### src/mapopt_pkg.sv
// Package: offsets, fields, resets and encodings of the option register bank
package mapopt_pkg;
   // ---------------------------------------------------------------
   // Register offsets
   // ---------------------------------------------------------------
   localparam logic [7:0] OFS_SYSTEM_OPTION_CONTROL = 8'h13;
   localparam logic [7:0] OFS_RESERVED_TEST_ZERO    = 8'h14;
   localparam logic [7:0] OFS_RESERVED_TEST_ONE     = 8'h17;
   localparam logic [7:0] OFS_MEMORY_SPACE_SIZE_0   = 8'h1c;
   localparam logic [7:0] OFS_RAM_POSITION          = 8'h10;
   // ---------------------------------------------------------------
   // Field positions
   // ---------------------------------------------------------------
   localparam int STRETCH_HI   = 3;
   localparam int STRETCH_LO   = 2;
   localparam int HIDE_BIT     = 1;
   localparam int PMEM_EN_BIT  = 0;
   localparam int REGSZ_BIT    = 7;
   localparam int EEPSZ_HI     = 5;
   localparam int EEPSZ_LO     = 4;
   localparam int RAMSZ_HI     = 2;
   localparam int RAMSZ_LO     = 0;
   // ---------------------------------------------------------------
   // Reset values
   // ---------------------------------------------------------------
   localparam logic [1:0] STRETCH_RESET  = 2'h3;
   localparam logic       HIDE_RESET     = 1'b0;
   localparam logic       PMEM_EN_SINGLE = 1'b1;
   localparam logic       PMEM_EN_TEST   = 1'b0;
   localparam logic [7:0] RAM_POSITION_RESET = 8'h09;
   localparam logic [7:0] TEST_READ_VALUE    = 8'h00;
   // ---------------------------------------------------------------
   // Operating modes
   // ---------------------------------------------------------------
   typedef enum logic [2:0] {
      MODE_SPECIAL_SINGLE,
      MODE_EMULATION,
      MODE_SPECIAL_TEST,
      MODE_SPECIAL_PERIPHERAL,
      MODE_NORMAL_SINGLE,
      MODE_NORMAL_EXPANDED,
      MODE_PERIPHERAL,
      MODE_EXPANDED_NARROW
   } op_mode_t;
endpackage : mapopt_pkg

### src/write_once_field.sv
// Module: one write-once-or-anytime register field
`timescale 1ns/1ps
`default_nettype none
module write_once_field #(
   parameter int W = 1
) (
   // Clock and reset
   input  wire logic         clk_i,
   input  wire logic         rst_n_i,
   // Control
   input  wire logic [W-1:0] reset_val_i,
   input  wire logic         special_i,
   input  wire logic         wr_i,
   input  wire logic [W-1:0] wdata_i,
   // State
   output logic      [W-1:0] value_o
);
   logic [W-1:0] val_q;
   logic [W-1:0] val_d;
   logic         used_q;
   logic         used_d;

   always_comb begin
      val_d  = val_q;
      used_d = used_q;
      if (wr_i && (special_i || !used_q)) begin
         val_d  = wdata_i;
         used_d = 1'b1;
      end
   end

   always_ff @(posedge clk_i) begin
      if (!rst_n_i) begin
         val_q  <= reset_val_i;
         used_q <= 1'b0;
      end else begin
         val_q  <= val_d;
         used_q <= used_d;
      end
   end

   assign value_o = val_q;
endmodule : write_once_field
`default_nettype wire

### src/mode_sync.sv
// Module: three-stage synchroniser with agreement of the last two stages
`timescale 1ns/1ps
`default_nettype none
module mode_sync #(
   parameter int W = 1
) (
   // Clock and reset
   input  wire logic         clk_i,
   input  wire logic         rst_n_i,
   // Pins and settled value
   input  wire logic [W-1:0] async_i,
   output logic      [W-1:0] sync_o
);
   logic [W-1:0] s1_q, s2_q, s3_q, out_q;
   logic [W-1:0] out_d;

   always_comb begin
      out_d = out_q;
      if (s2_q == s3_q) begin
         out_d = s3_q;
      end
   end

   // Pins settle while reset is held, so the boot load sees the real mode
   always_ff @(posedge clk_i) begin
      s1_q <= async_i;
      s2_q <= s1_q;
      s3_q <= s2_q;
      if (!rst_n_i) begin
         out_q <= s3_q;
      end else begin
         out_q <= out_d;
      end
   end

   assign sync_o = out_q;
endmodule : mode_sync
`default_nettype wire

### src/memory_map_option_registers.sv
// Module: memory-map option registers, size switches and map controls
`timescale 1ns/1ps
`default_nettype none
// Functional notes
// (RQ1) A write to the option register takes effect one cycle later; the map control outputs follow two cycles after the write.
// (RQ2) Bits 3:2 of the option register set the external access stretch.
// (RQ3) Stretch codes 0 to 3 add 0 to 3 E-clock cycles.
// (RQ4) In single-chip and peripheral modes the stretch has no effect.
// (RQ5) Option fields take one write in normal and emulation, any in special.
// (RQ6) Hide bit set blocks direct lower-half program access, not the window.
// (RQ7) Enable bit places program memory in the map when 1, removes it when 0.
// (RQ8) Reset: stretch 11, hide 0, enable by mode or integration value.
// (RQ9) Test locations 0x14 and 0x17 read anytime and ignore writes.
// (RQ10) Size register reads the integration switches and ignores writes.
// (RQ11) Size bit 7 reads 0 for 1K and 1 for 2K register space.
// (RQ12) Size bits 5:4 report 0K, 2K, 4K or 8K bytes of EEPROM.
// (RQ13) RAM code 000 is 2K in a 2K region, position bits 15:11, base 0x0800.
// (RQ14) Code 001 is 4K at bits 15:12 base 0; 010 is 6K in 8K, base 0.
// (RQ15) RAM placement in its region follows the high-align setting.
// (RQ16) RAM reset bases follow the position register reset value 0x09.
// (RQ17) Unused option and size bits read zero and ignore writes.
module memory_map_option_registers
   import mapopt_pkg::*;
#(
   parameter logic       PMEM_EN_EXPANDED = 1'b1,
   parameter logic       REG_SPACE_2K     = 1'b1,
   parameter logic [1:0] EEPROM_SIZE_CODE = 2'h1,
   parameter logic [2:0] RAM_SIZE_CODE    = 3'h0
) (
   // Clock and reset
   input  wire logic        SYS_CLK_I,
   input  wire logic        RST_N_I,
   // Register port
   input  wire logic [7:0]  ADDR_I,
   input  wire logic [7:0]  WDATA_I,
   input  wire logic        WR_I,
   input  wire logic        RD_I,
   output logic      [7:0]  RDATA_O,
   // Operating mode pins
   input  wire logic [2:0]  MODE_I,
   // Map lookup from the bus decoder
   input  wire logic [15:0] MAP_ADDR_I,
   input  wire logic        MAP_VIA_WINDOW_I,
   input  wire logic        EXT_ACCESS_I,
   // Map controls
   output logic [1:0]       STRETCH_CYCLES_O,
   output logic             PMEM_SELECT_O,
   output logic             RAM_SELECT_O,
   output logic             PMEM_ENABLED_O,
   output logic             LOWER_HIDDEN_O
);
   import mapopt_pkg::*;

   // ---------------------------------------------------------------
   // Mode decode
   // ---------------------------------------------------------------
   logic [2:0] mode_s;
   op_mode_t   mode;
   logic       special, quiet_mode;
   logic       pmem_reset;

   mode_sync #(.W(3)) u_mode_sync (
      .clk_i   (SYS_CLK_I),
      .rst_n_i (RST_N_I),
      .async_i (MODE_I),
      .sync_o  (mode_s)
   );

   always_comb begin
      mode       = op_mode_t'(mode_s);
      special    = (mode == MODE_SPECIAL_SINGLE) || (mode == MODE_SPECIAL_TEST)
                   || (mode == MODE_SPECIAL_PERIPHERAL);
      quiet_mode = (mode == MODE_SPECIAL_SINGLE) || (mode == MODE_NORMAL_SINGLE)
                   || (mode == MODE_PERIPHERAL)
                   || (mode == MODE_SPECIAL_PERIPHERAL);
      case (mode)
         MODE_SPECIAL_TEST:    pmem_reset = PMEM_EN_TEST;  // RQ8
         MODE_EMULATION,
         MODE_NORMAL_EXPANDED,
         MODE_EXPANDED_NARROW: pmem_reset = PMEM_EN_EXPANDED;  // RQ8
         default:              pmem_reset = PMEM_EN_SINGLE;  // RQ8
      endcase
   end

   // ---------------------------------------------------------------
   // Option fields
   // ---------------------------------------------------------------
   logic       opt_wr;
   logic [1:0] stretch;
   logic       hide, pmem_en;

   assign opt_wr = WR_I && (ADDR_I == OFS_SYSTEM_OPTION_CONTROL);

   write_once_field #(.W(2)) u_stretch (  // RQ5
      .clk_i       (SYS_CLK_I),
      .rst_n_i     (RST_N_I),
      .reset_val_i (STRETCH_RESET),  // RQ8
      .special_i   (special),
      .wr_i        (opt_wr),
      .wdata_i     (WDATA_I[STRETCH_HI:STRETCH_LO]),  // RQ2
      .value_o     (stretch)
   );

   write_once_field #(.W(1)) u_hide (  // RQ5
      .clk_i       (SYS_CLK_I),
      .rst_n_i     (RST_N_I),
      .reset_val_i (HIDE_RESET),  // RQ8
      .special_i   (special),
      .wr_i        (opt_wr),
      .wdata_i     (WDATA_I[HIDE_BIT]),
      .value_o     (hide)
   );

   // Enable reset value depends on the mode, caught after release
   logic pmem_wr, pmem_val_q, pmem_val_d, pmem_used_q, pmem_used_d;
   logic boot_q, boot_d;

   always_comb begin
      pmem_val_d  = pmem_val_q;
      pmem_used_d = pmem_used_q;
      boot_d      = 1'b0;
      pmem_wr     = opt_wr && (special || !pmem_used_q);  // RQ5
      if (boot_q) begin
         pmem_val_d = pmem_reset;  // RQ8
      end
      if (pmem_wr) begin
         pmem_val_d  = WDATA_I[PMEM_EN_BIT];
         pmem_used_d = 1'b1;
      end
   end

   // ---------------------------------------------------------------
   // RAM position, kept at its reset value here
   // ---------------------------------------------------------------
   logic [7:0] ram_pos;
   logic       ram_align_high;
   assign ram_pos        = RAM_POSITION_RESET;  // RQ16
   assign ram_align_high = ram_pos[0];

   // ---------------------------------------------------------------
   // Read data and map decode
   // ---------------------------------------------------------------
   logic [7:0]  rdata_d, rdata_q;
   logic [7:0]  size_word;
   logic [1:0]  stretch_d, stretch_q;
   logic        pmem_sel_d, pmem_sel_q, ram_sel_d, ram_sel_q;
   logic [15:0] ram_mask, ram_base, ram_off;
   logic [15:0] ram_size, ram_region;

   always_comb begin
      size_word            = 8'h00;  // RQ17
      size_word[REGSZ_BIT] = REG_SPACE_2K;  // RQ11
      size_word[EEPSZ_HI:EEPSZ_LO] = EEPROM_SIZE_CODE;  // RQ12
      size_word[RAMSZ_HI:RAMSZ_LO] = RAM_SIZE_CODE;  // RQ10
      rdata_d = 8'h00;
      if (RD_I) begin
         if (ADDR_I == OFS_SYSTEM_OPTION_CONTROL) begin
            rdata_d = {4'h0, stretch, hide, pmem_val_q};  // RQ17
         end else if (ADDR_I == OFS_RESERVED_TEST_ZERO) begin
            rdata_d = TEST_READ_VALUE;  // RQ9
         end else if (ADDR_I == OFS_RESERVED_TEST_ONE) begin
            rdata_d = TEST_READ_VALUE;  // RQ9
         end else if (ADDR_I == OFS_MEMORY_SPACE_SIZE_0) begin
            rdata_d = size_word;  // RQ10
         end else begin
            rdata_d = 8'h00;
         end
      end
      // Region mask by size code
      case (RAM_SIZE_CODE)
         3'h0: begin ram_size = 16'h0800; ram_region = 16'h0800; end  // RQ13
         3'h1: begin ram_size = 16'h1000; ram_region = 16'h1000; end  // RQ14
         3'h2: begin ram_size = 16'h1800; ram_region = 16'h2000; end  // RQ14
         3'h3: begin ram_size = 16'h2000; ram_region = 16'h2000; end
         3'h4: begin ram_size = 16'h2800; ram_region = 16'h4000; end
         3'h5: begin ram_size = 16'h3000; ram_region = 16'h4000; end
         3'h6: begin ram_size = 16'h3800; ram_region = 16'h4000; end
         default: begin ram_size = 16'h4000; ram_region = 16'h4000; end
      endcase
      ram_mask = ~(ram_region - 16'h0001);
      ram_base = {ram_pos[7:3], 11'h000} & ram_mask;  // RQ13
      ram_off  = MAP_ADDR_I - ram_base;
      // Allocated part sits at the low or high end of the region
      if (ram_align_high) begin  // RQ15
         ram_sel_d = ((MAP_ADDR_I & ram_mask) == ram_base)
                     && (ram_off >= (ram_region - ram_size));
      end else begin
         ram_sel_d = ((MAP_ADDR_I & ram_mask) == ram_base)
                     && (ram_off < ram_size);
      end
      // Program memory when enabled: upper half and window always, lower half unless hidden
      pmem_sel_d = pmem_val_q  // RQ7
                   && (MAP_VIA_WINDOW_I || MAP_ADDR_I[15] || !hide);  // RQ6
      stretch_d = (EXT_ACCESS_I && !quiet_mode) ? stretch : 2'h0;  // RQ4 RQ3
   end

   always_ff @(posedge SYS_CLK_I) begin
      if (!RST_N_I) begin
         pmem_val_q  <= PMEM_EN_SINGLE;
         pmem_used_q <= 1'b0;
         boot_q      <= 1'b1;
         rdata_q     <= 8'h00;
         stretch_q   <= 2'h0;
         pmem_sel_q  <= 1'b0;
         ram_sel_q   <= 1'b0;
      end else begin
         pmem_val_q  <= pmem_val_d;  // RQ1
         pmem_used_q <= pmem_used_d;
         boot_q      <= boot_d;
         rdata_q     <= rdata_d;
         stretch_q   <= stretch_d;
         pmem_sel_q  <= pmem_sel_d;
         ram_sel_q   <= ram_sel_d;
      end
   end

   logic hide_q, pmem_en_q;
   always_ff @(posedge SYS_CLK_I) begin
      if (!RST_N_I) begin
         hide_q    <= 1'b0;
         pmem_en_q <= 1'b0;
      end else begin
         hide_q    <= hide;
         pmem_en_q <= pmem_val_q;
      end
   end
   assign pmem_en = pmem_en_q;

   assign RDATA_O          = rdata_q;
   assign STRETCH_CYCLES_O = stretch_q;
   assign PMEM_SELECT_O    = pmem_sel_q;
   assign RAM_SELECT_O     = ram_sel_q;
   assign PMEM_ENABLED_O   = pmem_en;
   assign LOWER_HIDDEN_O   = hide_q;

   // ---------------------------------------------------------------
   // Assertions
   // ---------------------------------------------------------------
   a_write_delay: assert property (  // RQ1
      @(posedge SYS_CLK_I) disable iff (!RST_N_I)
      pmem_wr ##1 1'b1 |=> PMEM_ENABLED_O == $past(WDATA_I[0], 2))
      else $error("enable write not seen two cycles later");
   a_write_hide: assert property (  // RQ1
      @(posedge SYS_CLK_I) disable iff (!RST_N_I)
      (opt_wr && special) ##1 1'b1
      |=> LOWER_HIDDEN_O == $past(WDATA_I[HIDE_BIT], 2))
      else $error("hide write not seen two cycles later");
   a_stretch_quiet: assert property (  // RQ4
      @(posedge SYS_CLK_I) disable iff (!RST_N_I)
      quiet_mode |=> STRETCH_CYCLES_O == 2'h0)
      else $error("stretch active in quiet mode");
   a_stretch_value: assert property (  // RQ2
      @(posedge SYS_CLK_I) disable iff (!RST_N_I)
      EXT_ACCESS_I && !quiet_mode |=> STRETCH_CYCLES_O == $past(stretch))
      else $error("stretch count mismatch");
   a_stretch_internal: assert property (  // RQ2
      @(posedge SYS_CLK_I) disable iff (!RST_N_I)
      !EXT_ACCESS_I |=> STRETCH_CYCLES_O == 2'h0)
      else $error("stretch on internal access");
   a_once_locked: assert property (  // RQ5
      @(posedge SYS_CLK_I) disable iff (!RST_N_I)
      opt_wr && !special && pmem_used_q |=> $stable(pmem_val_q))
      else $error("second write accepted in normal mode");
   a_reset_fields: assert property (  // RQ8
      @(posedge SYS_CLK_I) disable iff (!RST_N_I)
      $rose(RST_N_I) |-> !hide && stretch == STRETCH_RESET)
      else $error("option fields wrong after reset");
   a_hide_block: assert property (  // RQ6
      @(posedge SYS_CLK_I) disable iff (!RST_N_I)
      hide && !MAP_ADDR_I[15] && !MAP_VIA_WINDOW_I |=> !PMEM_SELECT_O)
      else $error("hidden lower half selected");
   a_pmem_upper: assert property (  // RQ6
      @(posedge SYS_CLK_I) disable iff (!RST_N_I)
      pmem_val_q && MAP_ADDR_I[15] |=> PMEM_SELECT_O)
      else $error("upper program half not selected");
   a_pmem_off: assert property (  // RQ7
      @(posedge SYS_CLK_I) disable iff (!RST_N_I)
      !pmem_val_q |=> !PMEM_SELECT_O)
      else $error("program memory selected while removed");
   a_ram_code0: assert property (  // RQ13
      @(posedge SYS_CLK_I) disable iff (!RST_N_I)
      RAM_SIZE_CODE == 3'h0
      |=> RAM_SELECT_O
         == ($past(MAP_ADDR_I[15:11]) == RAM_POSITION_RESET[7:3]))
      else $error("ram select outside its 2K region");
   a_size_read: assert property (  // RQ10
      @(posedge SYS_CLK_I) disable iff (!RST_N_I)
      RD_I && ADDR_I == OFS_MEMORY_SPACE_SIZE_0 |=> RDATA_O == size_word)
      else $error("size register read wrong");
   a_test_zero: assert property (  // RQ9
      @(posedge SYS_CLK_I) disable iff (!RST_N_I)
      RD_I && ADDR_I == OFS_RESERVED_TEST_ZERO |=> RDATA_O == TEST_READ_VALUE)
      else $error("first test location read wrong");
   a_test_read: assert property (  // RQ9
      @(posedge SYS_CLK_I) disable iff (!RST_N_I)
      RD_I && ADDR_I == OFS_RESERVED_TEST_ONE |=> RDATA_O == 8'h00)
      else $error("test location read nonzero");
   a_opt_upper: assert property (  // RQ17
      @(posedge SYS_CLK_I) disable iff (!RST_N_I)
      RD_I && ADDR_I == OFS_SYSTEM_OPTION_CONTROL |=> RDATA_O[7:4] == 4'h0)
      else $error("option upper bits nonzero");
endmodule : memory_map_option_registers
`default_nettype wire

### config.mk
export PLATFORM = sky130hd
export DESIGN_NAME = memory_map_option_registers
export DESIGN_NICKNAME = d
export VERILOG_FILES = /design/src/mapopt_pkg.sv /design/src/write_once_field.sv /design/src/mode_sync.sv /design/src/memory_map_option_registers.sv
export SDC_FILE = /design/constraint.sdc
export NUM_CORES = 1
export LEC_CHECK = 0
export BUFFER_PORTS_ARGS = -buffer_cell sky130_fd_sc_hd__buf_2
export CAP_MARGIN = 0
export CORE_MARGIN = 1
export CORE_UTILIZATION = 43
export CTS_CLUSTER_SIZE = 25
export DETAILED_ROUTE_END_ITERATION = 10
export GPL_ROUTABILITY_DRIVEN = 0
export HOLD_SLACK_MARGIN = 0.03
export MAX_ROUTING_LAYER = met4
export PLACE_DENSITY = 0.83
export RECOVER_POWER = 100
export SLEW_MARGIN = 25
export SYNTH_ARGS = -nofsm -noshare
export SYNTH_HDL_FRONTEND = slang
export SYNTH_SLANG_ARGS = --single-unit
### constraint.sdc
create_clock -name SYS_CLK_I -period 1.8 [get_ports SYS_CLK_I]
set_clock_uncertainty 0.2 [all_clocks]
set_input_delay 0.36 -clock SYS_CLK_I [delete_from_list [all_inputs] [get_ports SYS_CLK_I]]
set_output_delay 0.36 -clock SYS_CLK_I [all_outputs]
set_load 0.05 [all_outputs]
==> flow_metrics.tcl, run 1 <==
set metrics [dict create \
    status "complete, no violations" \
    drc_errors 0 \
    numCtsBuffers 5 \
    slew_viol_final 0 \
    path_class "register to primary output" \
    post_drt_wl_per_cell_um 11.4 \
    hold_path.class "primary input to register" \
    dp_hpwl_mm 1.39 \
    cp_num_buf_inv 1 \
    drt_iter0_markers 4 \
    tightest_slew_ns 0.600 \
    dp.cells 150 \
    fin_util 0.591 \
    p_sw_frac 0.235 \
    fmax_ghz 0.603 \
    diodes 0 \
    finalInstanceArea_um2 1320 \
    grt_pass1_wl_mm 3.00 \
    cts_tree "yes" \
    syn-cell-area_um2 1030 \
    synth.avg_cell_area_um2 11.7 \
    area_growth_pct 27.7 \
    critPathMaxStageDelay_ns 0.46 \
    yosys.area.top_type "dfxtp_1" \
    period_needed_ns 1.66 \
    worstSetupStartpointType "register" \
    clk_pin_slew_ns 0.09 \
    dp_worst_setup_slack_ns -0.115 \
    antenna_found_initial 0 \
    fp.dieW_um 51.0 \
    place.port_buffers 37 \
    pin_count 55 \
    fin_ws_ns 0.141 \
    final_nets 176 \
    post_cts_buffers 0 \
    hold_violations 0 \
    viasPerCell 4.94 \
    rows 17 \
    synth_warnings 0 \
    worst_path_max_delay_cell "clkbuf_1" \
    die-area_um2 2600 \
    share_comb_of_total_power 0.091 \
    synth_seq_cells 31 \
    p_seq_frac 0.615 \
    report.final.setup_viol 0 \
    clk_latency_ns 0.31 \
    synth.yosys.seq_area_share 0.630 \
    htreeDepth 2 \
    peakVddDrop_uv 590 \
    crit_fanout 1 \
    ys_top_cells_by_area "dfxtp_1 (54%), edfxtp_1 (8.7%), and2_1 (4.8%)" \
    pwr-share-clk 0.294 \
    dr_total_vias 810 \
    worstPathCellList "clkbuf_1" \
    clk_path_buf_depth 2 \
    ant_nets 0 \
    power_leakage_uw 0.000555 \
    routed_wl_mm 1.87 \
    yosysUniqueCellTypes 30 \
    grt_max_degree 11 \
    cp.required_ns 1.24 \
    cp.arrival_ns 1.10 \
    grt-ovfl-total 0 \
    die_h_um 51.0 \
    path_delay_family "buffers and inverters" \
    rsz0062_at_grt "no" \
    yosysTopAreaCellShare 0.542 \
    maxCapViolations 0 \
    track_usage 0.174 \
    endpoint_kind "primary output" \
    initial_utilization 0.463 \
    dpl_cell_area_um2 1230 \
    cts_root_buf "clkbuf_4" \
    fin_crit_sh 0.921 \
    core_area_um2 2230 \
    syn_inst 88 \
    instances_no_fill 164 \
    drt_first_pass_iters 4 \
    clock_sinks 31 \
    drive_gt1_frac 0.279 \
    power_switching_uw 280 \
    maxSlewHeadroom 0.602 \
    power.internal_uw 912 \
    grt_pass1_vias 722 \
    power_density_nw_per_um2 903 \
]
-- area by class of cell --
cell class	instances	area [um^2]
clock buffer	6	41.3
clock inverter	2	7.51
fill	209	913
inverter	1	3.75
multi-input combinational	52	345
sequential	31	651
tap	28	35.0
timing repair buffer	44	236
-- through the flow --
stage	setup TNS, ns	power [uW]	hold slack, ns
2_1_floorplan	0	812	0.110
3_3_place_gp	-0.0417	847	0.111
3_5_place_dp	-0.157	851	0.114
4_1_cts	0	1210	0.0765
5_1_grt	0	1250	0.0696
6_report	0	1190	0.0864
-- placed cells by master, fill, tap and decap left out, types with 2 or more instances in the layout --
master,instances
and2_0,7
dfxtp_1,28
nor2_1,8
clkinv_1,2
clkbuf_2,4
nand3_1,6
o21ai_0,5
clkbuf_4,5
conb_1,2
clkbuf_1,12
edfxtp_1,3
dlygate4sd3_1,6
buf_2,23
and3_1,2
xor2_1,3
a21boi_0,2
-- per-layer routing --
metal	vias to the layer above	track usage	wire, um
met5	-	-	0
met4	0	0.134	76
met3	12	0.0714	110
met2	29	0.296	1020
met1	375	0.150	658
li1	394	-	-
-- sequential cells by signal, indices dropped and copies added (netlist names), 2 cells and up --
register            flops
STRETCH_CYCLES_O        2
u_stretch.value_o       2
u_mode_sync.s2_q        3
RDATA_O                 5
u_mode_sync.s1_q        3
u_mode_sync.s3_q        3
u_mode_sync.sync_o      3
-- final timing paths --
| check | startpoint | endpoint | slack [ns] | cells after the start |
|---|---|---|---|---|
| min reg2reg | u_mode_sync.s1_q[1] | u_mode_sync.s2_q[1] | 0.13 | 0 |
| max | RDATA_O[0] | RDATA_O[0] | 0.14 | 1 |
| max reg2reg | u_mode_sync.sync_o[0] | pmem_val_q | 0.15 | 4 |
| min | MAP_ADDR_I[13] | RAM_SELECT_O | 0.09 | 3 |
-- synthesized netlist by cell type (all sizes together) --
master,n
a211oi,1
a21boi,2
a311o,1
a41o,1
and2,8
and3,2
and4,1
and4bb,1
buf,4
clkbuf,1
conb,1
dfxtp,28
edfxtp,3
inv,1
nand2,1
nand2b,1
nand3,6
nor2,8
nor2b,1
nor3,1
nor3b,1
nor4,1
nor4b,1
o21a,1
o21ai,5
o31ai,1
or4b,1
xnor2,1
xor2,3
-- power groups by stage --
stage | registers (uW) | clock network, uW | logic [uW]
global placement | 748 | 0 | 98.5
finish | 733 | 350 | 109
detailed placement | 750 | 0 | 102
global route | 737 | 393 | 117
CTS | 734 | 365 | 110
floorplan | 770 | 0 | 42.6
-- logic make-up after synthesis --
logic type	synth area share
AND/OR/NAND/NOR	0.207
buffers and inverters	0.0399
other	0.00363
AO/OA/AOI/OAI	0.0860
flip-flops	0.630
XOR/XNOR	0.0339
-- what timing repair did --
action / CTS / global route
hold buffers: 6 / 1
resized for setup: 0 / 1
endpoints found under the hold margin: 5 / 1
endpoints found under the setup margin: 0 / 1
(Power assumes the default switching activity.)
==> inputs of run 2 (changes only) <==
--- a/config.mk
+++ b/config.mk
@@ -14,7 +14,7 @@
 export GPL_ROUTABILITY_DRIVEN = 0
 export HOLD_SLACK_MARGIN = 0.03
 export MAX_ROUTING_LAYER = met4
-export PLACE_DENSITY = 0.83
+export PLACE_DENSITY = 0.73
 export RECOVER_POWER = 100
 export SLEW_MARGIN = 25
 export SYNTH_ARGS = -nofsm -noshare
==> flow_metrics.tcl, run 2 (same netlist as run 1, synthesis figures left out) <==
set metrics [dict create \
    core_area_um2 2230 \
    dp.cells 152 \
    cts_root_buf "clkbuf_4" \
    cp.required_ns 1.24 \
    ant_nets 0 \
    maxSlewHeadroom 0.604 \
    crit_fanout 1 \
    worst_path_max_delay_cell "clkbuf_1" \
    track_usage 0.166 \
    endpoint_kind "primary output" \
    cp_num_buf_inv 1 \
    grt-ovfl-total 0 \
    worstPathCellList "clkbuf_1" \
    period_needed_ns 1.65 \
    dp_hpwl_mm 1.35 \
    ff2ff_path_depth 4 \
    cp.arrival_ns 1.09 \
    hp-start "MAP_ADDR_I[13]" \
    cp_num_cells 1 \
    largest_register_ffs 5 \
    layout_common_cells "dfxtp_1 (28), buf_2 (23), clkbuf_1 (14), nor2_1 (8)" \
    post_drt_wl_per_cell_um 11.1 \
    grt_util_met2 0.303 \
    htreeDepth 2 \
    post_cts_buffers 0 \
    power_leakage_uw 0.000558 \
    routed_wl_mm 1.84 \
    dr_total_vias 794 \
    clock_sinks 31 \
    final_nets 178 \
    busiest_layer "met2" \
    drc_errors 0 \
    path_class "register to primary output" \
    slew_viol_final 0 \
    drt_iter0_markers 3 \
    crit_start "LOWER_HIDDEN_O" \
    drt_first_pass_iters 3 \
    die-area_um2 2600 \
    rsz0062_at_grt "no" \
    final_common_cell "dfxtp_1" \
    hold_path.class "primary input to register" \
    worstSetupStartpointType "register" \
    die_h_um 51.0 \
    maxCapViolations 0 \
    grt_util_met3 0.0923 \
    reg2reg_to "pmem_val_q" \
    critPathMaxStageDelay_ns 0.46 \
    fin_util 0.589 \
    fp.dieW_um 51.0 \
    drive_gt1_frac 0.275 \
    initial_utilization 0.463 \
    tns_ns 0 \
    clk_latency_ns 0.31 \
    antenna_found_initial 0 \
    min_to "RAM_SELECT_O" \
    place.port_buffers 37 \
    hold_violations 0 \
    r2r_setup_slack_ns 0.16 \
    tightest_slew_ns 0.596 \
    diodes 0 \
    pin_count 55 \
    cts_tree "yes" \
    report.final.setup_viol 0 \
    instances_no_fill 166 \
    power_density_nw_per_um2 910 \
    r2r_start "u_mode_sync.sync_o[0]" \
    grtUsageMet1 0.144 \
    status "complete, no violations" \
    clk_pin_slew_ns 0.09 \
    clk_path_buf_depth 2 \
    grt_pass1_wl_mm 2.98 \
    numCtsBuffers 5 \
    viasPerCell 4.78 \
    grt_pass1_vias 759 \
    fmax_ghz 0.605 \
    holdPathStages 3 \
    path_delay_family "buffers and inverters" \
    grt_max_degree 11 \
    peakVddDrop_uv 725 \
    area_growth_pct 27.4 \
    rows 17 \
    fin_crit_sh 0.918 \
]
[run 2: worst min-delay path: cells and delay by family]
family / cells / cell delay (ns)
buffers and inverters: 1 / 0.07
AND/OR/NAND/NOR: 2 / 0.13
[run 2: per-layer routing]
layer,share of wire,vias to the layer above
met3,0.078,2
met5,0,-
met4,0.0033,0
met2,0.55,28
met1,0.37,364
li1,-,400
[run 2: power by group]
part / total (uW) / leakage (uW) / switching, uW / internal (uW)
combinational: 107 / 0.000271 / 62.1 / 45.1
clock: 356 / 0.0000265 / 200 / 155
sequential: 734 / 0.000260 / 12.1 / 722
[run 2: timing repair]
action                                  in CTS  in global routing
endpoints found under the setup margin       0                  1
hold buffers                                 6                  1
resized for setup                            0                  1
endpoints found under the hold margin        5                  1
[run 2: stage by stage]
| stage | hold slack (ns) | power, uW | cell area [um^2] | worst slack (ns) |
|---|---|---|---|---|
| floorplan | 0.110 | 812 | 1040 | 0.148 |
| global placement | 0.114 | 850 | 1240 | 0.0277 |
| detailed placement | 0.115 | 854 | 1240 | 0.0137 |
| CTS | 0.0689 | 1210 | 1350 | 0.0552 |
| global route | 0.0523 | 1270 | 1320 | 0.0976 |
| finish | 0.0848 | 1200 | 1320 | 0.147 |
[run 2: how the worst max path moves through the flow]
stage                endpoint  slack (ns)
2_1_floorplan      pmem_val_q        0.15
5_1_grt        LOWER_HIDDEN_O         0.1
3_5_place_dp       pmem_val_q        0.01
3_3_place_gp       pmem_val_q        0.03
4_1_cts            RDATA_O[4]        0.06
6_report       LOWER_HIDDEN_O        0.15
[run 2: layout make-up]
cell class / instances / area (um^2)
Timing Repair Buffer: 46 / 248
Tap cell: 28 / 35.0
Multi-Input combinational cell: 52 / 330
Inverter: 1 / 3.75
Sequential cell: 31 / 651
Clock buffer: 8 / 48.8
Fill cell: 209 / 917
